$ cat src/rtl/vlm_pkg.sv
/*
 * constants, register map and types of the video link mode and strap loader.
 * assumes one 250 MHz clock domain; strap levels come from an external quantizer.
 */
package vlm_pkg;
    // ------------------------------------------------------------
    // register offsets
    // ------------------------------------------------------------
    localparam logic [7:0] VLM_BRIDGE_CONTROL_OFS = 8'h4f;
    localparam logic [7:0] VLM_BRIDGE_CFG_OFS = 8'h54;
    localparam logic [7:0] VLM_DUAL_CTL_OFS   = 8'h5b;
    // ------------------------------------------------------------
    // field positions
    // ------------------------------------------------------------
    localparam int VLM_DISPID_BIT   = 0;
    localparam int VLM_AUX_BIT      = 1;
    localparam int VLM_RDID_BIT     = 5;
    localparam int VLM_EXT_BIT      = 7;
    localparam int VLM_FSINGLE_BIT  = 0;
    localparam int VLM_FDUAL_BIT    = 1;
    localparam int VLM_AUTO_OFF_BIT = 2;
    localparam int VLM_PLLRST_BIT   = 5;
    localparam int VLM_CABLE_TYPE_SELECT_BIT     = 7;
    // ------------------------------------------------------------
    // reset values and timing
    // ------------------------------------------------------------
    localparam logic [7:0] VLM_CTL_RST  = 8'h00;
    localparam logic [7:0] VLM_CFG_RST  = 8'h00;
    localparam logic [7:0] VLM_DUAL_RST = 8'h20;
    localparam logic [6:0] VLM_ADDR_BASE = 7'h0c;
    localparam logic [2:0] VLM_SETTLE    = 3'h4;
    localparam logic [7:0] VLM_SINGLE_MAX_MHZ = 8'h60;
    localparam logic [7:0] VLM_LEGACY_MAX_MHZ = 8'h55;
    localparam logic [7:0] VLM_DUAL_MAX_MHZ   = 8'haa;
    localparam logic [7:0] VLM_DUAL_MIN_MHZ   = 8'h61;
    // ------------------------------------------------------------
    // link modes
    // ------------------------------------------------------------
    typedef enum logic [2:0] {
        VLM_IDLE,
        VLM_SINGLE,
        VLM_SECONDARY,
        VLM_DUAL,
        VLM_REPLICATE
    } vlm_mode_t;
endpackage : vlm_pkg

$ cat src/rtl/vlm_mode_strap.sv
/*
 * startup strap loader and serial link topology selector with pixel steering.
 * assumes the serial control engine outside drives the register port on clk_in,
 * strap levels arrive as 3-bit indices from a quantizer, and the pixel clock
 * frequency is measured elsewhere and given in MHz on this clock.
 */
`timescale 1ns/1ps
module vlm_mode_strap
    import vlm_pkg::*;
(
    // clock and reset
    input  wire logic        clk_in,
    input  wire logic        resetn_in,
    // strap level indices and receiver detection pins
    input  wire logic [2:0]  first_mode_strap_in,
    input  wire logic [2:0]  second_mode_strap_in,
    input  wire logic [2:0]  address_strap_pin_in,
    input  wire logic        rx_primary_present_in,
    input  wire logic        rx_secondary_present_in,
    input  wire logic        rx_dual_capable_in,
    input  wire logic [7:0]  pclk_mhz_in,
    // register port
    input  wire logic [7:0]  reg_addr_in,
    input  wire logic [7:0]  reg_wdata_in,
    input  wire logic        reg_wr_in,
    input  wire logic        reg_rd_in,
    output logic      [7:0]  reg_rdata_out,
    output logic             reg_rvalid_out,
    // pixel stream
    input  wire logic [23:0] pix_data_in,
    input  wire logic        pix_valid_in,
    output logic      [23:0] link_a_data_out,
    output logic             link_a_valid_out,
    output logic      [23:0] link_b_data_out,
    output logic             link_b_valid_out,
    // configuration outputs
    output vlm_mode_t        link_mode_out,
    output logic             secondary_link_enable_out,
    output logic             cable_cable_type_select_out,
    output logic             external_input_override_out,
    output logic             pll_reset_out,
    output logic      [6:0]  bus_address_out,
    output logic             straps_latched_out
);
    // ------------------------------------------------------------
    // state
    // ------------------------------------------------------------
    typedef struct packed {
        logic [2:0]  s0_a, s0_b, s0_c, s0_q;
        logic [2:0]  s1_a, s1_b, s1_c, s1_q;
        logic [2:0]  id_a, id_b, id_c, id_q;
        logic [2:0]  p_a, p_b, p_c, p_q;
        logic [2:0]  settle;
        logic        latched;
        logic [7:0]  ctl;
        logic [7:0]  cfg;
        logic [7:0]  dual;
        logic [6:0]  addr;
        vlm_mode_t   mode;
        logic [7:0]  mhz_last;
        logic        pll_rst;
        logic        phase;
        logic [23:0] pa_data;
        logic        pa_vld;
        logic [23:0] pb_data;
        logic        pb_vld;
        logic [7:0]  rdata;
        logic        rvld;
        logic        sec_en;
    } vlm_state_t;

    localparam vlm_state_t RST_S = '{ctl: VLM_CTL_RST, cfg: VLM_CFG_RST,
                                     dual: VLM_DUAL_RST, mode: VLM_IDLE,
                                     sec_en: 1'b1, default: '0};

    logic       rst_m_r;
    logic       rst_n_r;
    vlm_state_t r;
    vlm_state_t n;
    logic       auto_off;
    logic       go_latch;

    // ------------------------------------------------------------
    // reset release
    // ------------------------------------------------------------
    always_ff @(posedge clk_in or negedge resetn_in) begin
        if (!resetn_in) begin
            rst_m_r <= 1'b0;
            rst_n_r <= 1'b0;
        end else begin
            rst_m_r <= 1'b1;
            rst_n_r <= rst_m_r;
        end
    end

    assign auto_off = r.dual[VLM_AUTO_OFF_BIT];
    assign go_latch = !r.latched && (r.settle == VLM_SETTLE);

    // ------------------------------------------------------------
    // next state
    // ------------------------------------------------------------
    always_comb begin
        n = r;
        // pins pass three stages; a level counts once the last two agree
        n.s0_a = first_mode_strap_in;
        n.s0_b = r.s0_a;
        n.s0_c = r.s0_b;
        n.s1_a = second_mode_strap_in;
        n.s1_b = r.s1_a;
        n.s1_c = r.s1_b;
        n.id_a = address_strap_pin_in;
        n.id_b = r.id_a;
        n.id_c = r.id_b;
        n.p_a  = {rx_dual_capable_in, rx_secondary_present_in, rx_primary_present_in};
        n.p_b  = r.p_a;
        n.p_c  = r.p_b;
        if (r.s0_b == r.s0_c) n.s0_q = r.s0_c;
        if (r.s1_b == r.s1_c) n.s1_q = r.s1_c;
        if (r.id_b == r.id_c) n.id_q = r.id_c;
        if (r.p_b == r.p_c) n.p_q = r.p_c;

        // register writes
        if (reg_wr_in) begin
            case (reg_addr_in)
                VLM_BRIDGE_CONTROL_OFS: n.ctl  = reg_wdata_in;
                VLM_BRIDGE_CFG_OFS: n.cfg  = reg_wdata_in;
                VLM_DUAL_CTL_OFS:   n.dual = reg_wdata_in;
                default: ;
            endcase
        end

        // one capture after the strap stages settle, never again
        if (!r.latched && !go_latch) n.settle = r.settle + 3'h1;
        if (go_latch) begin
            n.latched                = 1'b1;
            n.ctl[VLM_DISPID_BIT]    = r.s0_q[1];
            n.cfg[VLM_AUX_BIT]       = r.s0_q[0];
            // level index minus one is already the index itself
            n.cfg[VLM_EXT_BIT]       = r.s1_q[2];
            n.dual[VLM_CABLE_TYPE_SELECT_BIT]     = r.s1_q[1];
            n.cfg[VLM_RDID_BIT]      = r.s1_q[0];
            n.addr = VLM_ADDR_BASE + {3'h0, r.id_q, 1'b0};
        end

        // read port answers the cycle after the strobe; unmapped reads zero
        n.rvld  = reg_rd_in;
        n.rdata = 8'h00;
        if (reg_rd_in) begin
            case (reg_addr_in)
                VLM_BRIDGE_CONTROL_OFS: n.rdata = r.ctl;
                VLM_BRIDGE_CFG_OFS: n.rdata = r.cfg;
                VLM_DUAL_CTL_OFS:   n.rdata = r.dual;
                default:            n.rdata = 8'h00;
            endcase
        end

        // topology choice
        if (!r.latched) begin
            n.mode = VLM_IDLE;
        end else if (auto_off) begin
            // forced dual wins; forced single or nothing forced runs single
            n.mode = r.dual[VLM_FDUAL_BIT] ? VLM_DUAL : VLM_SINGLE;
        end else if (r.p_q[0] && r.p_q[2] && pclk_mhz_in >= VLM_DUAL_MIN_MHZ) begin
            n.mode = VLM_DUAL;
        end else if (r.p_q[0] && r.p_q[1] && !r.p_q[2]) begin
            n.mode = VLM_REPLICATE;
        end else if (r.p_q[0]) begin
            n.mode = VLM_SINGLE;
        end else if (r.p_q[1]) begin
            n.mode = VLM_SECONDARY;
        end else begin
            n.mode = VLM_IDLE;
        end
        // secondary transmitter and back channel off only when single is forced
        n.sec_en = !(auto_off && r.dual[VLM_FSINGLE_BIT]);

        // pll restart pulse on a frequency step while the feature is on
        n.mhz_last = pclk_mhz_in;
        n.pll_rst  = r.latched && r.dual[VLM_PLLRST_BIT] && (pclk_mhz_in != r.mhz_last);

        // pixel steering; dual alternation halves each port's rate
        n.pa_vld = 1'b0;
        n.pb_vld = 1'b0;
        if (r.mode != VLM_DUAL) n.phase = 1'b0;
        if (pix_valid_in) begin
            case (r.mode)
                VLM_SINGLE: begin
                    n.pa_data = pix_data_in;
                    n.pa_vld  = 1'b1;
                end
                VLM_SECONDARY: begin
                    n.pb_data = pix_data_in;
                    n.pb_vld  = 1'b1;
                end
                VLM_REPLICATE: begin
                    n.pa_data = pix_data_in;
                    n.pa_vld  = 1'b1;
                    n.pb_data = pix_data_in;
                    n.pb_vld  = 1'b1;
                end
                VLM_DUAL: begin
                    n.phase = !r.phase;
                    if (r.phase) begin
                        n.pb_data = pix_data_in;
                        n.pb_vld  = 1'b1;
                    end else begin
                        n.pa_data = pix_data_in;
                        n.pa_vld  = 1'b1;
                    end
                end
                default: ;   // idle sends nothing
            endcase
        end
    end

    always_ff @(posedge clk_in or negedge rst_n_r) begin
        if (!rst_n_r) r <= RST_S;
        else r <= n;
    end

    // ------------------------------------------------------------
    // outputs
    // ------------------------------------------------------------
    assign reg_rdata_out    = r.rdata;
    assign reg_rvalid_out   = r.rvld;
    assign link_a_data_out  = r.pa_data;
    assign link_a_valid_out = r.pa_vld;
    assign link_b_data_out  = r.pb_data;
    assign link_b_valid_out = r.pb_vld;
    assign link_mode_out    = r.mode;
    assign secondary_link_enable_out   = r.sec_en;
    assign cable_cable_type_select_out              = r.dual[VLM_CABLE_TYPE_SELECT_BIT];
    assign external_input_override_out = r.cfg[VLM_EXT_BIT];
    assign pll_reset_out      = r.pll_rst;
    assign bus_address_out    = r.addr;
    assign straps_latched_out = r.latched;
endmodule : vlm_mode_strap

$ cat config.mk
export PLATFORM = sky130hd
export DESIGN_NAME = vlm_mode_strap
export DESIGN_NICKNAME = d
export VERILOG_FILES = /design/src/rtl/vlm_pkg.sv /design/src/rtl/vlm_mode_strap.sv
export SDC_FILE = /design/constraint.sdc
export NUM_CORES = 1
export LEC_CHECK = 0
export BUFFER_PORTS_ARGS = -buffer_cell sky130_fd_sc_hd__buf_2
export CORE_MARGIN = 5
export CORE_UTILIZATION = 54
export CTS_CLUSTER_SIZE = 16
export DETAILED_ROUTE_END_ITERATION = 12
export PLACE_DENSITY = 0.81
export SYNTH_ARGS = -nofsm -noshare
export SYNTH_HDL_FRONTEND = slang
export SYNTH_SLANG_ARGS = --single-unit
$ cat constraint.sdc
create_clock -name clk_in -period 6.24 [get_ports clk_in]
set_input_delay 0 -clock clk_in [delete_from_list [all_inputs] [get_ports clk_in]]
set_output_delay 0 -clock clk_in [all_outputs]
set_load 0.005 [all_outputs]
==> results <==
- The die height is 117 um.
- The peak per-stage delay on the critical path is 0.48 ns.
- The estimated wirelength of the detail-placed design is 8030 um.
- Setup repair after global routing left no endpoint under its margin.
- CTS built an H-tree with a depth of 4.
- Using the TritonRoute via totals, the vias-per-cell ratio works out to 5.02.
- For met1 alone, demand over resource in global routing was 22.8%.
- For this run, the total global-route usage over all layers was measured as 19.1%.
- At the worst endpoint, the arrival time is 2.00 ns.
- At the end of routability-driven placement, the weighted congestion stood at 0.761.
- In this run, CTS created clock tree buffers numbering 17.
- In the layout the commonest cells are sky130_fd_sc_hd__dfrtp_1 (151), sky130_fd_sc_hd__buf_2 (135), sky130_fd_sc_hd__mux2_2 (69), sky130_fd_sc_hd__dlygate4sd3_1 (56), sky130_fd_sc_hd__nor2_1 (20).
- The aggregate global routing overflow is 0.
- The final count of pins violating max slew is 0.
- Adding up every negative setup slack in the final design gives 0 ns.
- By area the synthesized netlist is led by sky130_fd_sc_hd__dfrtp_1 (61%), sky130_fd_sc_hd__mux2_2 (12%), sky130_fd_sc_hd__buf_4 (7.9%), sky130_fd_sc_hd__xor2_1 (1.8%), sky130_fd_sc_hd__mux2_4 (1.7%).
- The worst relative slew slack is 35.7%.
- The via count of the first global-routing pass is 4129.
- The critical-path cell with the highest stage delay is sky130_fd_sc_hd__nand3b_1.
- The leading register cell type out of synthesis is sky130_fd_sc_hd__dfrtp_1.
- After global routing, the most crowded layer is met2.
- In this run the critical register-to-register path is launched from r[105].
- The met2 usage is 31.9%.
- The minimum setup slack in the final design is 4.53 ns.
- The endpoint of the worst hold path is reg_rdata_out[6].
- The critical path in this run is classified as reg -> reg.
- The overall power consumption is 3.05 mW.
- Clock tree synthesis found a total of 154 sinks.
- The total power density per cell area is 390 mW/mm^2.
- The placed instances occupy a cell area of 0.00660 sq mm.
- Measured along the x axis, the die boundary spans 117 um.
- sky130_fd_sc_hd__dfrtp_1 takes more of the synthesized area than any other cell.
- The largest fanout on the critical path is 17.
- The starting density of the core is 54.8%.
- After detailed routing, the average wire length per cell comes to 16.2 um.
- The first-pass GRT wire length is 21100 um.
- At the end of the flow, the number of nets in the layout was 662.
- The critical path goes through inv_1, ha_1, nand3b_1, mux2_2.
- The pre-antenna-repair detailed-routing pass consisted of 4 iterations.
- Buffers placed on the I/O ports in this run total 135.
- The flow ran to the end, and the final reports show no timing, DRC or antenna violations.
- The count of state elements after synthesis is 154.
- TritonCTS built the clock tree.
- The number of buffers inserted by post-CTS setup repair is 0.
- The maximum clock frequency is 586 MHz.
- The final design area excluding fillers is 0.00781 sq mm.
- The number of ports placed on the die boundary is 139.
- The synthesized area per cell is 13.8 sq um.
- The worst hold path cell count is 5.
- The number of hold violations in the final report is 0.
- The peak ir drop on the vdd network is 0.225 mV.
- The synthesis warning total is 0.
- The pin count of the biggest net entering global routing is 54.
- At the placement stage, the worst setup path has a slack of 4.38 ns.
- The path type of the worst min-delay path is in -> reg.
- The DRC marker count from the first detailed-route iteration is 166.
- The total setup violations reported at the end of the flow is 0.
- Counting cells, the worst reg-to-reg path comes to 4.
- The endpoint kind of the worst setup timing path is a flip-flop.
- In this run the critical register-to-register path is captured at bus_address_out[1].
- The area fraction of the dominant cell type after synthesis is 61.0%.
- The deepest clock path buffer count is 2.
- After clock tree synthesis, the clock-pin slew on the worst setup and hold paths is 0.06 ns.
- The shortest period the worst path allows is 1.71 ns.
- The overall routed net length is 12200 um.
- The number of cell rows is 39.
- Dividing the final minimum period by the clock period gives 27.3%.
- The region available for standard cell placement spans 0.0114 sq mm.
- Data on the critical path is required at its endpoint by 6.54 ns.
- The worst hold path begins at reg_addr_in[0].
- The post-route netlist has 42.3% of its cells at a drive strength greater than 1.
- The library cell used most frequently in the layout, excluding fill and tap cells, is sky130_fd_sc_hd__dfrtp_1.
- The number of nets with antenna violations after routing is 0.
- The worst clock skew on the final layout is 0.00573 ns.
- The total number of vias is 3770.
- The sequential element share of the synthesized area is 61.9%.
- The DRC violation count after routing is 0.
- The leakage power is 3.76 nW.
- The number of synthesized flops with an enable pin is 0.
- The category of the worst setup path launch point is a flip-flop.
- The worst-skew pair later-pin latency is 0.41 ns.
- At the pin with the least slew margin, the transition time is 0.962 ns.
- The die covers 0.0138 sq mm.
- The distinct cell type count of the synthesized netlist is 43.
- The buffer type at the clock tree root is sky130_fd_sc_hd__clkbuf_16.
- Across the run, the number of max-cap violations was 0.
- The number of gates resized after cts is 0.
- The mapped netlist covers 0.00623 sq mm.
- The initial antenna violation count is 1.
- Counting every instance in the synthesized netlist gives 452.
- The share of flip-flops with an asynchronous set or reset after synthesis is 100%.
- The global routing met3 resource utilization is 5.68%.
- For flop-to-flop paths, the worst setup slack is 4.53 ns.
- The layout overhead on the synthesized area is 25.4%.
- Hold repair after CTS inserted 56 buffers.
-- critical path: cells and delay by family (launching register included) --
family | cells | cell delay, ns
mux | 1 | 0.47
flops | 1 | 0.38
fa+ha+maj | 1 | 0.17
buf+inv | 1 | 0.09
simple gates | 1 | 0.48
-- kinds of logic after synthesis --
kind of cell / count (synthesis) / share of synthesized area [%]
mux: 81 / 15.0
flops: 154 / 61.9
buf+inv: 84 / 9.23
xor+xnor: 24 / 3.37
other cells: 2 / 0.120
simple gates: 61 / 5.38
fa+ha+maj: 3 / 0.602
compound gates: 43 / 4.48
-- per-stage QoR --
step                      hold slack (ns)  utilization [%]  std cells
after floorplan                    -0.296                -        454
after global placement             -0.214             58.0        662
after detailed placement           -0.213             58.0        662
after CTS                          0.0860             68.7        750
after global routing                0.131             68.7        751
final                               0.102             68.7        751
-- metal layers --
metal	vias up	routed length, um
li1	1765	-
met1	1888	4850
met2	88	6460
met3	29	554
met4	0	298
met5	-	0
-- final cells by class --
| class | instances | area, sq um |
|---|---|---|
| Sequential cell | 154 | 3860 |
| Fill cell | 825 | 3560 |
| Multi-Input combinational cell | 216 | 1820 |
| Timing Repair Buffer | 195 | 1270 |
| Clock buffer | 20 | 457 |
| Clock inverter | 12 | 195 |
| Tap cell | 143 | 179 |
| Inverter | 10 | 37.5 |
| Antenna cell | 1 | 2.50 |
-- synth_stat cells (3+ instances only) --
| library cell | count |
|---|---|
| sky130_fd_sc_hd__a22oi_1 | 8 |
| sky130_fd_sc_hd__o21ai_0 | 8 |
| sky130_fd_sc_hd__mux2_4 | 7 |
| sky130_fd_sc_hd__nor2b_1 | 3 |
| sky130_fd_sc_hd__xnor2_1 | 11 |
| sky130_fd_sc_hd__inv_1 | 10 |
| sky130_fd_sc_hd__nand2_1 | 13 |
| sky130_fd_sc_hd__a21oi_1 | 11 |
| sky130_fd_sc_hd__clkbuf_1 | 3 |
| sky130_fd_sc_hd__mux2i_1 | 5 |
| sky130_fd_sc_hd__nand2b_1 | 3 |
| sky130_fd_sc_hd__buf_4 | 66 |
| sky130_fd_sc_hd__buf_2 | 4 |
| sky130_fd_sc_hd__mux2_2 | 69 |
| sky130_fd_sc_hd__nor2_1 | 20 |
| sky130_fd_sc_hd__nor3_1 | 3 |
| sky130_fd_sc_hd__ha_1 | 3 |
| sky130_fd_sc_hd__o21ai_1 | 3 |
| sky130_fd_sc_hd__xor2_1 | 13 |
| sky130_fd_sc_hd__a22o_1 | 8 |
| sky130_fd_sc_hd__nand3_1 | 3 |
| sky130_fd_sc_hd__dfrtp_1 | 152 |
-- worst max path at each step --
stage	start	to	slack, ns	cells after the start
2_1_floorplan	rst_n_r	auto_off	1.63	0
3_3_place_gp	reg_addr_in[0]	r[88]	4.46	4
3_5_place_dp	reg_addr_in[0]	r[91]	4.38	4
4_1_cts	r[105]	bus_address_out[1]	4.52	4
5_1_grt	r[106]	bus_address_out[1]	4.37	4
6_report	r[105]	bus_address_out[1]	4.53	4
-- where the power goes --
part / switching [mW] / internal [mW] / total (mW)
combinational: 0.240 / 0.352 / 0.592
sequential: 0.122 / 1.22 / 1.34
clock: 0.385 / 0.728 / 1.11
-- sequential cells by signal (all words and copies together), names as in the netlist --
| register | count |
|---|---|
| r | 56 |
| link_a_data_out | 24 |
| link_b_data_out | 24 |
| n | 24 |
| reg_rdata_out | 8 |
| bus_address_out | 4 |
| link_mode_out | 3 |
| auto_off | 1 |
| cable_cable_type_select_out | 1 |
| external_input_override_out | 1 |
| link_a_valid_out | 1 |
| link_b_valid_out | 1 |
| pll_reset_out | 1 |
| reg_rvalid_out | 1 |
| rst_m_r | 1 |
| rst_n_r | 1 |
| secondary_link_enable_out | 1 |
| straps_latched_out | 1 |
No activity file was read; power rests on OpenSTA's default activity.
